<file path="src/lane_cfg_pkg.sv">
// Notes on behaviour
// - status bit 7 shows far receiver detected
// - mode status bits 6:5 read-only, writes ignored
// - de-emphasis select bits 2:0, resets to 010
// - detect field 00: high-z, no detection
// - field 01: probe every 12 ms, 50 tries
// - field 10: probe every 12 ms until found
// - field 11: 50 ohm always, no detection
// - lane field used only under global override
// - boost register 8-bit read/write, resets 0x2f
package lane_cfg_pkg;

  // ****************************************
  // register offsets
  // ****************************************
  localparam logic [7:0] OFS_OUT0_DEEMPH = 8'h18;
  localparam logic [7:0] OFS_RSVD_19 = 8'h19;
  localparam logic [7:0] OFS_A1_DETECT = 8'h1c;
  localparam logic [7:0] OFS_A1_BOOST = 8'h1d;
  localparam logic [7:0] OFS_RSVD_1E = 8'h1e;
  localparam logic [7:0] OFS_RSVD_1F = 8'h1f;
  localparam logic [7:0] OFS_RSVD_20 = 8'h20;
  localparam logic [7:0] OFS_B1_DETECT = 8'h23;
  localparam logic [7:0] OFS_B1_BOOST = 8'h24;

  // ****************************************
  // values after reset
  // ****************************************
  localparam logic [7:0] RST_OUT0_DEEMPH = 8'h02;
  localparam logic [7:0] RST_RSVD_19 = 8'h00;
  localparam logic [7:0] RST_DETECT = 8'h00;
  localparam logic [7:0] RST_BOOST = 8'h2f;
  localparam logic [7:0] RST_RSVD_1E = 8'had;
  localparam logic [7:0] RST_RSVD_1F = 8'h02;
  localparam logic [7:0] RST_RSVD_20 = 8'h00;

  // ****************************************
  // field positions
  // ****************************************
  localparam int SEEN_BIT = 7;
  localparam int MODE_HI = 6;
  localparam int MODE_LO = 5;
  localparam int DEEMPH_HI = 2;
  localparam int DETECT_HI = 3;
  localparam int DETECT_LO = 2;

  // detect field encodings
  typedef enum logic [1:0] {
    DET_HIGHZ = 2'h0,
    DET_LIMITED = 2'h1,
    DET_ENDLESS = 2'h2,
    DET_FORCED = 2'h3
  } detect_mode_t;

  // de-emphasis encodings, 0 dB down to -12 dB
  typedef enum logic [2:0] {
    DEEMPH_0DB = 3'h0, DEEMPH_M1P5DB = 3'h1, DEEMPH_M3P5DB = 3'h2, DEEMPH_M5DB = 3'h3,
    DEEMPH_M6DB = 3'h4, DEEMPH_M8DB = 3'h5, DEEMPH_M9DB = 3'h6, DEEMPH_M12DB = 3'h7
  } deemph_level_t;

  // ****************************************
  // timing
  // ****************************************
  localparam int CLK_FREQ_KHZ = 100000;
  localparam int DETECT_PERIOD_MS = 12;
  localparam int DETECT_PERIOD_CYC = DETECT_PERIOD_MS * CLK_FREQ_KHZ;
  localparam int DETECT_MAX_TRIES = 50;
  localparam int DETECT_TIMER_W = 21;

  // serial management bus
  localparam logic [6:0] SMB_DEV_ADDR_DEF = 7'h2a;  // arbitrary value
  localparam logic [3:0] SMB_BYTE_BITS = 4'h8;

endpackage

</file>
<file path="src/lane_conditioning_config_regs.sv">
`timescale 1ns/1ps
module lane_conditioning_config_regs
  import lane_cfg_pkg::*;
#(
  parameter logic [6:0] DEV_ADDR = SMB_DEV_ADDR_DEF,  // arbitrary value
  parameter int PERIOD_CYC = DETECT_PERIOD_CYC,
  parameter int MAX_TRIES = DETECT_MAX_TRIES
) (
  // clock and reset
  input wire logic mclk_i,
  input wire logic resetn_i,
  // management bus pins
  input wire logic smb_scl_i,
  input wire logic smb_sda_i,
  output logic smb_sda_o,
  output logic smb_sda_oe_o,
  // global override, same clock
  input wire logic detect_override_en_i,
  input wire logic [1:0] a1_strap_mode_i,
  input wire logic [1:0] b1_strap_mode_i,
  // analog observations, asynchronous
  input wire logic out0_rx_seen_i,
  input wire logic [1:0] out0_mode_i,
  input wire logic a1_rx_present_i,
  input wire logic b1_rx_present_i,
  // analog controls
  output logic [2:0] deemph_level_o,
  output logic [7:0] a1_boost_o,
  output logic [7:0] b1_boost_o,
  output logic a1_term_50_o,
  output logic b1_term_50_o,
  output logic a1_probe_o,
  output logic b1_probe_o
);

  // ****************************************
  // input synchronisers
  // ****************************************
  localparam int SYNC_W = 7;
  logic [SYNC_W-1:0] async_in;
  logic [SYNC_W-1:0] sync1_q;  // first stage, read only by sync2_q
  logic [SYNC_W-1:0] sync2_q;  // safe copies
  logic scl_prev_q;
  logic sda_prev_q;

  assign async_in = {smb_scl_i, smb_sda_i, out0_rx_seen_i, out0_mode_i,
    a1_rx_present_i, b1_rx_present_i};

  // two flops on every pin; bus idles high
  always_ff @(posedge mclk_i or negedge resetn_i) begin
    if (!resetn_i) begin
      sync1_q <= 7'h60;
      sync2_q <= 7'h60;
      scl_prev_q <= 1'b1;
      sda_prev_q <= 1'b1;
    end else begin
      sync1_q <= async_in;
      sync2_q <= sync1_q;
      scl_prev_q <= sync2_q[6];
      sda_prev_q <= sync2_q[5];
    end
  end

  logic scl;
  logic sda;
  logic scl_rise;
  logic scl_fall;
  logic bus_start;
  logic bus_stop;

  assign scl = sync2_q[6];
  assign sda = sync2_q[5];
  assign scl_rise = scl && !scl_prev_q;
  assign scl_fall = !scl && scl_prev_q;
  // sda moving while scl is high frames a transfer
  assign bus_start = scl && scl_prev_q && sda_prev_q && !sda;
  assign bus_stop = scl && scl_prev_q && !sda_prev_q && sda;

  // ****************************************
  // registers
  // ****************************************
  logic [4:0] out0_ctl_q;  // reserved 4:3 and de-emphasis 2:0
  logic [7:0] rsvd19_q;
  logic [7:0] a1_det_q;
  logic [7:0] a1_boost_q;
  logic [7:0] rsvd1e_q;
  logic [7:0] rsvd1f_q;
  logic [7:0] rsvd20_q;
  logic [7:0] b1_det_q;
  logic [7:0] b1_boost_q;
  logic wr_en;  // byte write strobe from the bus engine
  logic [7:0] ptr_q;  // register pointer
  logic [7:0] shift_q;  // received byte

  // read mux; unmapped offsets read zero
  function automatic logic [7:0] reg_read(input logic [7:0] addr);
    logic [7:0] v;
    v = 8'h00;
    if (addr == OFS_OUT0_DEEMPH) begin
      v = {sync2_q[4], sync2_q[3:2], out0_ctl_q};
    end else if (addr == OFS_RSVD_19) begin
      v = rsvd19_q;
    end else if (addr == OFS_A1_DETECT) begin
      v = a1_det_q;
    end else if (addr == OFS_A1_BOOST) begin
      v = a1_boost_q;
    end else if (addr == OFS_RSVD_1E) begin
      v = rsvd1e_q;
    end else if (addr == OFS_RSVD_1F) begin
      v = rsvd1f_q;
    end else if (addr == OFS_RSVD_20) begin
      v = rsvd20_q;
    end else if (addr == OFS_B1_DETECT) begin
      v = b1_det_q;
    end else if (addr == OFS_B1_BOOST) begin
      v = b1_boost_q;
    end
    return v;
  endfunction

  // register writes; reserved bits are stored as written
  always_ff @(posedge mclk_i or negedge resetn_i) begin
    if (!resetn_i) begin
      out0_ctl_q <= RST_OUT0_DEEMPH[4:0];
      rsvd19_q <= RST_RSVD_19;
      a1_det_q <= RST_DETECT;
      a1_boost_q <= RST_BOOST;
      rsvd1e_q <= RST_RSVD_1E;
      rsvd1f_q <= RST_RSVD_1F;
      rsvd20_q <= RST_RSVD_20;
      b1_det_q <= RST_DETECT;
      b1_boost_q <= RST_BOOST;
    end else if (wr_en) begin
      if (ptr_q == OFS_OUT0_DEEMPH) begin
        out0_ctl_q <= shift_q[4:0];  // status bits 7:5 dropped
      end else if (ptr_q == OFS_RSVD_19) begin
        rsvd19_q <= shift_q;
      end else if (ptr_q == OFS_A1_DETECT) begin
        a1_det_q <= shift_q;
      end else if (ptr_q == OFS_A1_BOOST) begin
        a1_boost_q <= shift_q;
      end else if (ptr_q == OFS_RSVD_1E) begin
        rsvd1e_q <= shift_q;
      end else if (ptr_q == OFS_RSVD_1F) begin
        rsvd1f_q <= shift_q;
      end else if (ptr_q == OFS_RSVD_20) begin
        rsvd20_q <= shift_q;
      end else if (ptr_q == OFS_B1_DETECT) begin
        b1_det_q <= shift_q;
      end else if (ptr_q == OFS_B1_BOOST) begin
        b1_boost_q <= shift_q;
      end
    end
  end

  assign deemph_level_o = out0_ctl_q[DEEMPH_HI:0];
  assign a1_boost_o = a1_boost_q;
  assign b1_boost_o = b1_boost_q;

  // ****************************************
  // bus engine
  // ****************************************
  typedef enum logic [3:0] {
    ST_IDLE, ST_ADDR, ST_ADDR_ACK, ST_PTR, ST_PTR_ACK, ST_WR, ST_WR_ACK, ST_RD, ST_RD_ACK
  } smb_state_t;

  smb_state_t state_q;
  logic [3:0] bits_q;  // bits moved in the current byte
  logic read_q;  // direction bit of the address byte
  logic [7:0] tx_q;  // byte being sent, msb on the wire
  logic host_ack_q;  // host acked the last read byte
  logic byte_in;  // eighth bit received, at scl fall

  assign byte_in = scl_fall && (bits_q == SMB_BYTE_BITS);
  assign wr_en = byte_in && (state_q == ST_WR);
  // open drain: only ever pull low
  assign smb_sda_o = 1'b0;
  assign smb_sda_oe_o = (state_q == ST_ADDR_ACK) || (state_q == ST_PTR_ACK) ||
    (state_q == ST_WR_ACK) || (state_q == ST_RD && !tx_q[7]);

  // byte framing and acknowledge slots; bits and the host ack are taken on scl rise, state changes land on scl fall
  always_ff @(posedge mclk_i or negedge resetn_i) begin
    if (!resetn_i) begin
      state_q <= ST_IDLE;
      bits_q <= 4'h0;
      shift_q <= 8'h00;
      read_q <= 1'b0;
      tx_q <= 8'hff;
      host_ack_q <= 1'b0;
      ptr_q <= 8'h00;
    end else if (bus_stop) begin
      state_q <= ST_IDLE;
    end else if (bus_start) begin
      // repeated start keeps the pointer for a following read
      state_q <= ST_ADDR;
      bits_q <= 4'h0;
    end else begin
      case (state_q)
        ST_ADDR, ST_PTR, ST_WR: begin
          if (scl_rise) begin
            shift_q <= {shift_q[6:0], sda};
            bits_q <= bits_q + 4'h1;
          end else if (byte_in) begin
            bits_q <= 4'h0;
            if (state_q == ST_ADDR) begin
              // foreign addresses are left alone until the next start
              state_q <= (shift_q[7:1] == DEV_ADDR) ? ST_ADDR_ACK : ST_IDLE;
              read_q <= shift_q[0];
            end else if (state_q == ST_PTR) begin
              ptr_q <= shift_q;
              state_q <= ST_PTR_ACK;
            end else begin
              ptr_q <= ptr_q + 8'h1;  // burst writes walk upward
              state_q <= ST_WR_ACK;
            end
          end
        end
        ST_ADDR_ACK, ST_PTR_ACK, ST_WR_ACK: begin
          if (scl_fall) begin
            if (state_q == ST_ADDR_ACK && read_q) begin
              tx_q <= reg_read(ptr_q);
              ptr_q <= ptr_q + 8'h1;
              bits_q <= 4'h1;
              state_q <= ST_RD;
            end else begin
              state_q <= (state_q == ST_ADDR_ACK) ? ST_PTR : ST_WR;
            end
          end
        end
        ST_RD: begin
          if (scl_fall) begin
            if (bits_q == SMB_BYTE_BITS) begin
              tx_q <= 8'hff;
              state_q <= ST_RD_ACK;
            end else begin
              tx_q <= {tx_q[6:0], 1'b1};
              bits_q <= bits_q + 4'h1;
            end
          end
        end
        ST_RD_ACK: begin
          if (scl_rise) begin
            host_ack_q <= !sda;
          end else if (scl_fall) begin
            if (host_ack_q) begin
              tx_q <= reg_read(ptr_q);
              ptr_q <= ptr_q + 8'h1;
              bits_q <= 4'h1;
              state_q <= ST_RD;
            end else begin
              state_q <= ST_IDLE;  // host nack ends the read
            end
          end
        end
        default: begin
          state_q <= ST_IDLE;
        end
      endcase
    end
  end

  // ****************************************
  // detection lanes
  // ****************************************
  logic [1:0] lane_mode [2];
  logic [1:0] lane_cfg [2];
  logic [1:0] lane_strap [2];
  logic [1:0] lane_present;
  logic [1:0] lane_probe;
  logic [1:0] lane_term;

  assign lane_cfg[0] = a1_det_q[DETECT_HI:DETECT_LO];
  assign lane_cfg[1] = b1_det_q[DETECT_HI:DETECT_LO];
  assign lane_strap[0] = a1_strap_mode_i;
  assign lane_strap[1] = b1_strap_mode_i;
  assign lane_present = sync2_q[1:0] ^ 2'h0;
  assign a1_probe_o = lane_probe[1];
  assign b1_probe_o = lane_probe[0];
  assign a1_term_50_o = lane_term[1];
  assign b1_term_50_o = lane_term[0];

  for (genvar i = 0; i < 2; i++) begin : g_lane
    // register field applies only under the global override
    assign lane_mode[i] = detect_override_en_i ? lane_cfg[i] : lane_strap[i];
    rx_detect_seq #(
      .PERIOD_CYC(PERIOD_CYC),
      .MAX_TRIES(MAX_TRIES)
    ) u_seq (
      .mclk_i(mclk_i),
      .resetn_i(resetn_i),
      .mode_i(lane_mode[i]),
      .rx_present_i(lane_present[1-i]),
      .probe_o(lane_probe[1-i]),
      .term_50_o(lane_term[1-i]),
      .seen_o()
    );
  end

  logic [7:0] view18;
  // always_comb wakes on what the function reads; a plain assign would go stale
  always_comb view18 = reg_read(OFS_OUT0_DEEMPH);
endmodule

</file>
<file path="src/rx_detect_seq.sv">
`timescale 1ns/1ps
module rx_detect_seq
  import lane_cfg_pkg::*;
#(
  parameter int PERIOD_CYC = DETECT_PERIOD_CYC,
  parameter int MAX_TRIES = DETECT_MAX_TRIES
) (
  // clock and reset
  input wire logic mclk_i,
  input wire logic resetn_i,
  // effective mode and probe result (already synchronised)
  input wire logic [1:0] mode_i,
  input wire logic rx_present_i,
  // termination and probe control
  output logic probe_o,
  output logic term_50_o,
  output logic seen_o
);

  // ****************************************
  // elaboration checks
  // ****************************************
  if (PERIOD_CYC < 1 || PERIOD_CYC >= (1 << DETECT_TIMER_W)) begin : g_bad_period
    $error("period count out of range");
  end
  if (MAX_TRIES < 1 || MAX_TRIES > 255) begin : g_bad_tries
    $error("try count out of range");
  end

  localparam logic [DETECT_TIMER_W-1:0] RELOAD = DETECT_TIMER_W'(PERIOD_CYC - 1);
  localparam logic [7:0] TRY_LIMIT = 8'(MAX_TRIES);

  detect_mode_t mode;
  detect_mode_t mode_prev_q;  // restarts the sequence on change
  logic [DETECT_TIMER_W-1:0] timer_q;  // cycles to the next probe
  logic [7:0] tries_q;  // probes spent since the last mode change, in either auto mode
  logic seen_q;  // receiver found
  logic probing;  // a probe fires this cycle
  logic done;  // limited mode ran out of tries

  assign mode = detect_mode_t'(mode_i);
  assign done = (mode == DET_LIMITED) && (tries_q == TRY_LIMIT);
  // probe only in the auto modes, before a find, at timer expiry
  assign probing = (mode == DET_LIMITED || mode == DET_ENDLESS) && (mode_prev_q == mode)
    && !seen_q && !done && (timer_q == '0);
  assign probe_o = probing;
  assign seen_o = seen_q;

  // ****************************************
  // sequencer
  // ****************************************
  // the result is taken in the probe cycle; the analog side holds it as a level
  always_ff @(posedge mclk_i or negedge resetn_i) begin
    if (!resetn_i) begin
      mode_prev_q <= DET_HIGHZ;
      timer_q <= '0;
      tries_q <= '0;
      seen_q <= 1'b0;
    end else begin
      mode_prev_q <= mode;
      if (mode_prev_q != mode) begin
        // new mode: start again with an immediate probe
        timer_q <= '0;
        tries_q <= '0;
        seen_q <= 1'b0;
      end else if (probing) begin
        timer_q <= RELOAD;
        tries_q <= tries_q + 8'h1;
        seen_q <= rx_present_i;
      end else if (timer_q != '0) begin
        timer_q <= timer_q - 1'b1;
      end
    end
  end

  // termination: forced, or after a find in the auto modes
  always_ff @(posedge mclk_i or negedge resetn_i) begin
    if (!resetn_i) begin
      term_50_o <= 1'b0;
    end else begin
      term_50_o <= (mode == DET_FORCED) ||
        ((mode == DET_LIMITED || mode == DET_ENDLESS) && seen_q);
    end
  end
endmodule

</file>
<file path="config.mk">
export PLATFORM = sky130hd
export DESIGN_NAME = lane_conditioning_config_regs
export DESIGN_NICKNAME = d
export VERILOG_FILES = /design/src/lane_cfg_pkg.sv /design/src/lane_conditioning_config_regs.sv /design/src/rx_detect_seq.sv
export SDC_FILE = /design/constraint.sdc
export NUM_CORES = 1
export LEC_CHECK = 0
export ABC_AREA = 0
export BUFFER_PORTS_ARGS = -buffer_cell sky130_fd_sc_hd__buf_2
export CAP_MARGIN = 20
export CORE_MARGIN = 3
export CORE_UTILIZATION = 35
export DETAILED_ROUTE_END_ITERATION = 12
export PLACE_DENSITY = 0.56
export SYNTH_ARGS = -nofsm -noshare
export SYNTH_HDL_FRONTEND = slang
export SYNTH_SLANG_ARGS = --single-unit
export TNS_END_PERCENT = 5
</file>
<file path="constraint.sdc">
create_clock -name mclk_i -period 4.1 [get_ports mclk_i]
set_input_delay 0 -clock mclk_i [delete_from_list [all_inputs] [get_ports mclk_i]]
set_output_delay 0 -clock mclk_i [all_outputs]
set_load 0.01 [all_outputs]
</file>
[After elaboration in Yosys (flattened, before gate mapping)]
Cells that the tools add are included.
Storage, ports and cells
  output and inout port bits: 25
  input port bits: 14
  register bits after elaboration: 185
  logic and storage cells: 240
Operators by class
  bitwise gates (word level): 11
  reduce and logical (&&, ||, !) cells: 68
  $add $sub $neg: 6
  mux-type cells: 70
  equal/unequal tests: 55
Operator list (number)
  $mux 8: 29
  $mux 21: 6
  $mux 4: 19
  $eq 8x5->1 const B: 6
  $pmux 8 s3: 2
  $logic_not 21->1: 2
  $reduce_bool 21->1: 2
  $sub 21x1->21 const B: 2
  $eq 8x6->1 const B: 5
  $pmux 4 s4: 2
  $ne 4x4->1 const B: 7
  $add 8x1->8 const B: 3
  $logic_and 1x1->1: 23
  $ne 3x3->1 const B: 7
  $reduce_and 10->1: 2
  $ne 2x2->1 const B: 9
  $reduce_and 9->1: 2
  $eq 4x3->1 const B: 4
  $reduce_and 7->1: 2
  $mux 3: 4
  $reduce_and 4->1: 3
  $reduce_and 6->1: 2
  $reduce_bool 3->1: 4
  $not 1->1: 11
  22 further kinds: 52

[Depth between registers and ports, before layout]
  word-level depth: 14
  gate-level depth with buffers: 9
  depth with buffers taken out: 7

[By module]
From an unflattened synthesis, not the netlist that was laid out.
Second synthesis, totals
  cells, all modules: 904
  area total of the unflattened synthesis: 9590.4 um^2
Modules (own cells, without submodules)
  lane_conditioning_config_regs: area each 6135.9 um^2, times used 1, cells an instance 558, seq. area each 3016.6 um^2
  rx_detect_seq (g_lane[0].u_seq): area each 1756.7 um^2, times used 1, cells an instance 180, seq. area each 825.8 um^2
  rx_detect_seq (g_lane[1].u_seq): area each 1697.9 um^2, times used 1, cells an instance 166, seq. area each 825.8 um^2

[Least setup slack after synthesis]
No wires, ideal clock.
  kind: register to register
  start point: reg a1_det_q[2]
  end point: reg g_lane[0].u_seq.tries_q[3]
  buffers on the path: 1
  required time: 4034 ps
  cell stages (with the launch flop): 9
  period minus slack after synthesis: 2564 ps
  arrival: 2498 ps
  setup time: 66 ps
  slack: 1536 ps
  path through: dfrtp_1 -> mux2_2 -> ha_1 -> nor2_1 -> o41ai_4 -> or4_1 -> buf_2 -> or4_1 -> nand2_1
On the way
  word-level cells in the longest chain between the ends: 8
  elaborated cells on any way between the ends: 14
  classes of those cells: eq/ne: 4; mux: 2; reduce/logical: 8
Ends and longest elaborated chain
  start, declared: line lane_conditioning_config_regs.sv:84  | logic [7:0] a1_det_q;
  start signal, assigned: line lane_conditioning_config_regs.sv:139  | a1_det_q <= shift_q;
  $mux 2 (*): line lane_conditioning_config_regs.sv:284  | assign lane_mode[i] = detect_override_en_i ? lane_cfg[i] : lane_strap[i];
  named net g_lane[0].u_seq.mode_i[0]: line rx_detect_seq.sv:12  | input wire logic [1:0] mode_i,
  $eq 2x1->1 / $eq 2x2->1 (equally long branches): line rx_detect_seq.sv:42, rx_detect_seq.sv:44
  $logic_or 1x1->1: line rx_detect_seq.sv:44  | assign probing = (mode == DET_LIMITED || mode == DET_ENDLESS) && (mode_prev_q == mode)
  $logic_and 1x1->1: line rx_detect_seq.sv:44
  $logic_and 1x1->1 (3 in series): line rx_detect_seq.sv:45  | && !seen_q && !done && (timer_q == '0);
  $reduce_bool 2->1 (no source line)
  end signal, assigned: line rx_detect_seq.sv:68  | tries_q <= tries_q + 8'h1;
  end, declared: line rx_detect_seq.sv:36  | logic [7:0] tries_q;
The timed path passes the listed nets; every way through them passes the cells marked *.
A chain may end at the register's enable or synchronous reset.

[Worst setup path after layout]
  start point: reg ptr_q[0]
  end point: reg b1_det_q[3]
On the way
  word-level cells in the longest chain between the ends: 3
  elaborated cells on any way between the ends: 16
  classes of those cells: eq/ne: 8; bitwise: 7; reduce/logical: 1
Ends and longest elaborated chain
  start, declared: line lane_conditioning_config_regs.sv:92  | logic [7:0] ptr_q;
  start signal, assigned: line lane_conditioning_config_regs.sv:210  | ptr_q <= shift_q;
  start signal, assigned: line lane_conditioning_config_regs.sv:213  | ptr_q <= ptr_q + 8'h1;
  start signal, assigned: line lane_conditioning_config_regs.sv:222  | ptr_q <= ptr_q + 8'h1;
  $eq 8x6->1, or another cell as far along: line lane_conditioning_config_regs.sv:146  | end else if (ptr_q == OFS_RSVD_20) begin
  $not 1->1 (no source line)
  $reduce_and 9->1 (no source line) (*)
  end signal, assigned: line lane_conditioning_config_regs.sv:149  | b1_det_q <= shift_q;
  end, declared: line lane_conditioning_config_regs.sv:89  | logic [7:0] b1_det_q;
Every way passes the cells marked *; elsewhere a longest branch is shown, timed or not.

==> impl_metrics.sql <==
INSERT INTO impl_metrics (metric_group, metric, value, unit) VALUES
('run_status', 'run_status', 'complete, no violations', ''),
('sta', 'final_report_max_slew_violation_count', '0', ''),
('drt', 'ant_nets', '0', ''),
('global_routing', 'antenna_found_initial', '0', ''),
('cells_and_area', 'layout-area-overhead-vs-synth', '12.9', '%'),
('global_routing', 'globalRouteOverflowTotal', '0', ''),
('sta', 'timing.final.setup_violations', '0', ''),
('global_routing', 'global_route_met1_usage', '22.9', '%'),
('run', 'max_cap_violations', '0', ''),
('setup_path', 'worst_r2r_startpoint', 'ptr_q[0]', ''),
('global_routing', 'first_global_vias', '7314', ''),
('cts', 'post-cts-setup-buffer-count', '0', ''),
('synthesis', 'synth_area_leaders', 'sky130_fd_sc_hd__dfrtp_1 39%, sky130_fd_sc_hd__mux2_2 9.8%, sky130_fd_sc_hd__dfstp_2 8.3%, sky130_fd_sc_hd__nor2_1 3.3%, sky130_fd_sc_hd__a21oi_1 2.3%', ''),
('setup_path', 'startpoint_type', 'flip-flop', ''),
('placement', 'detailed_place.area', '10300', 'um^2'),
('synthesis', 'per_instance_average_area_after_synthesis', '10.3', 'um^2'),
('placement', 'pre_cts_slack', '1.13', 'ns'),
('cells_and_area', 'finalNetCount', '1010', ''),
('cells_and_area', 'layout.cell_area.non_filler', '11100', 'um^2'),
('die', 'design.core.area', '27300', 'um^2'),
('synthesis', 'synth_nets', '988', ''),
('setup_path', 'crit_path_end_kind', 'flip-flop', ''),
('sta', 'fin_crit', '3.04', 'ns'),
('die', 'core.rowCount', '60', ''),
('cts', 'cts_buffers', '17', ''),
('cts', 'clk_pin_slew_worst_paths', '0.08', 'ns'),
('setup_path', 'r2r_slack', '1.06', 'ns'),
('sta', 'tightest_slew', '0.962', 'ns'),
('setup_path', 'worst_r2r_path_depth', '7', ''),
('sta', 'timing.final.ws_setup', '1.06', 'ns'),
('cts', 'cts_buffer_depth', '2', ''),
('sta', 'hold_slack', '0.185', 'ns'),
('die', 'initial_utilization', '36.0', '%'),
('die', 'die_area', '30200', 'um^2'),
('sta', 'fin_tns_setup', '0', 'ns'),
('sta', 'clock_skew', '0.0173', 'ns'),
('die', 'die_w', '174', 'um'),
('min_path', 'hold_class', 'in -> async', ''),
('global_routing', 'grt_util_all_layers', '16.1', '%'),
('synthesis', 'synth_area', '9850', 'um^2'),
('setup_path', 'r2r-end', 'b1_det_q[3]', ''),
('drt', 'vias_per_cell', '5.39', ''),
('global_routing', 'globalRouteMet2Util', '24.8', '%'),
('synthesis', 'post_synthesis_cell_type_count', '77', ''),
('cells_and_area', 'final.fill_count', '2703', ''),
('cells_and_area', 'layoutNonFillerInstCount', '1365', ''),
('placement', 'io_buffers', '37', ''),
('cts', 'cts.sink_count', '185', ''),
('sta', 'grt_setup_unrepaired', 'no', ''),
('cts', 'tritoncts_clock_tree', 'built', ''),
('cts', 'root_buffer', 'sky130_fd_sc_hd__clkbuf_16', ''),
('sta', 'maxClockFrequency', '329', 'MHz'),
('power', 'cellLeakagePower', '4.81', 'nW'),
('die', 'floorplan.die.height', '174', 'um'),
('synthesis', 'postSynth.asyncResetShare', '100', '%'),
('synthesis', 'synth_flop_cell', 'sky130_fd_sc_hd__dfrtp_1', ''),
('cells_and_area', 'antenna_cells_inserted', '0', ''),
('sta', 'hold_viol', '0', ''),
('synthesis', 'yosys_register_bits', '185', ''),
('drt', 'wl', '23600', 'um'),
('drt', 'route.vias.total', '7353', ''),
('placement', 'finalWeightedCongestion', '0.926', ''),
('synthesis', 'synthCells', '958', ''),
('placement', 'place_hpwl', '16200', 'um'),
('setup_path', 'critical_path_peak_fanout', '43', ''),
('synthesis', 'post-synth-top-area-fraction', '39.1', '%'),
('global_routing', 'busiest_layer', 'met2', ''),
('global_routing', 'grtUsageMet3', '2.98', '%'),
('drt', 'drc_viols', '0', ''),
('drt', 'mean_routed_wirelength_per_cell', '17.3', 'um'),
('drt', 'drt-initial-drc-count', '537', '');
## cells by family (layout without fill, tap and decap cells)
family / Yosys count / in the layout / share of synthesized area [%]
and+or+nand+nor: 360 / 360 / 20.3
DFF: 185 / 185 / 47.4
AOI/OAI and AO/OA: 183 / 183 / 12.8
muxes: 96 / 96 / 10.9
buffers and inverters: 83 / 118 / 3.49
xor gates and xnor gates: 34 / 34 / 3.02
adders and majority gates: 16 / 16 / 2.03
other: 1 / 1 / 0.0381
## registers in the layout, indices dropped and copies added, names as in the netlist, 4 cells and up
register and cells:
shift_q 8, rsvd1e_q 8, sync2_q 7, sync1_q 7
g_lane.u_seq.timer_q 42, g_lane.u_seq.tries_q 16, state_q 4, a1_det_q 8
rsvd1f_q 8, out0_ctl_q 5, ptr_q 8, rsvd19_q 8
bits_q 4, b1_boost_o 8, a1_boost_o 8, rsvd20_q 8
b1_det_q 8, tx_q 8, g_lane.u_seq.mode_prev_q 4
## worst max-delay path, stage by stage (launching register included)
cell	delay [ns]
sky130_fd_sc_hd__dfrtp_1	0.41
sky130_fd_sc_hd__inv_1	0.12
sky130_fd_sc_hd__ha_1	0.21
sky130_fd_sc_hd__buf_4	0.25
sky130_fd_sc_hd__nor3b_1	0.70
sky130_fd_sc_hd__nand3_1	0.20
sky130_fd_sc_hd__nor2_1	0.62
sky130_fd_sc_hd__mux2_2	0.41
## layout by cell type, fill, tap and decap left out, types with 16 or more instances in the layout
cell	n
sky130_fd_sc_hd__dfrtp_1	154
sky130_fd_sc_hd__xnor2_1	20
sky130_fd_sc_hd__o31ai_1	21
sky130_fd_sc_hd__dlygate4sd3_1	16
sky130_fd_sc_hd__nand4_1	30
sky130_fd_sc_hd__nor2_1	87
sky130_fd_sc_hd__dfstp_2	31
sky130_fd_sc_hd__ha_1	16
sky130_fd_sc_hd__mux2_2	86
sky130_fd_sc_hd__buf_2	36
sky130_fd_sc_hd__nor3_1	23
sky130_fd_sc_hd__nor4_1	18
sky130_fd_sc_hd__clkbuf_16	17
sky130_fd_sc_hd__nand2b_1	25
sky130_fd_sc_hd__a21oi_1	45
sky130_fd_sc_hd__nand2_1	59
sky130_fd_sc_hd__o21ai_0	29
sky130_fd_sc_hd__inv_1	22
sky130_fd_sc_hd__nand3_1	27
## layout make-up
cell class                 count  area [um^2]  share of cell area, %
clock inverter                15          204                   1.83
multi-input combinational    690         4830                   43.5
clock buffer                  17          425                   3.83
timing repair buffer          64          437                   3.93
tap                          372          465                   4.19
inverter                      22         82.6                  0.743
sequential                   185         4670                   42.0
## layer usage
layer	up-vias	share of wire, %
met5	-	0
met4	0	1.8
met3	35	3.5
met2	118	46
met1	3646	49
li1	3554	-
## Yosys cell counts (7+ instances only)
master and count:
sky130_fd_sc_hd__dfrtp_1 154, sky130_fd_sc_hd__nor2_1 87, sky130_fd_sc_hd__mux2_2 86, sky130_fd_sc_hd__nand2_1 59, sky130_fd_sc_hd__a21oi_1 45, sky130_fd_sc_hd__clkbuf_1 45, sky130_fd_sc_hd__dfstp_2 31, sky130_fd_sc_hd__nand4_1 30
sky130_fd_sc_hd__o21ai_0 29, sky130_fd_sc_hd__nand3_1 27, sky130_fd_sc_hd__nand2b_1 25, sky130_fd_sc_hd__nor3_1 23, sky130_fd_sc_hd__inv_1 22, sky130_fd_sc_hd__o31ai_1 21, sky130_fd_sc_hd__xnor2_1 20, sky130_fd_sc_hd__nor4_1 18
sky130_fd_sc_hd__ha_1 16, sky130_fd_sc_hd__or3_1 14, sky130_fd_sc_hd__or4_1 14, sky130_fd_sc_hd__xor2_1 14, sky130_fd_sc_hd__a2111oi_0 11, sky130_fd_sc_hd__a211oi_1 9, sky130_fd_sc_hd__a32oi_1 8, sky130_fd_sc_hd__buf_2 8
sky130_fd_sc_hd__nor2b_1 8, sky130_fd_sc_hd__nor3b_1 8, sky130_fd_sc_hd__a21o_1 7, sky130_fd_sc_hd__a2bb2oi_1 7, sky130_fd_sc_hd__mux2i_1 7, sky130_fd_sc_hd__or3b_2 7
## power breakdown
| part | internal [mW] | total, mW | leakage [nW] | switching (mW) |
|---|---|---|---|---|
| logic | 0.654 | 1.70 | 2.08 | 1.05 |
| clock network | 0.848 | 1.72 | 0.305 | 0.868 |
| registers | 2.03 | 2.28 | 2.42 | 0.257 |
| total | 3.53 | 5.70 | 4.81 | 2.17 |
## worst max path at each step
stage | start | end | slack, ns | cells after the start
6_report | ptr_q[0] | b1_det_q[3] | 1.06 | 7
4_1_cts | ptr_q[0] | b1_det_q[3] | 1.10 | 7
3_5_place_dp | ptr_q[0] | b1_det_q[3] | 1.13 | 7
5_1_grt | ptr_q[0] | b1_det_q[0] | 0.86 | 7
3_3_place_gp | ptr_q[0] | b1_det_q[3] | 1.17 | 7
2_1_floorplan | a1_det_q[2] | g_lane[0].u_seq.tries_q[3] | 1.54 | 8
## stage by stage
step / util, % / power [mW]
final: 40.7 / 5.70
after global routing: 40.7 / 6.11
after CTS: 40.7 / 5.78
after detailed placement: 37.8 / 4.02
after global placement: 37.8 / 4.00
after floorplan: - / 3.62
## repair_timing
item / 4_1_cts / 5_1_grt
hold buffers: 16 / 0
hold endpoints to repair: 106 / 0
resized for setup: 0 / 0
setup endpoints to repair: 0 / 0
Power figures use the tool's default switching activity.
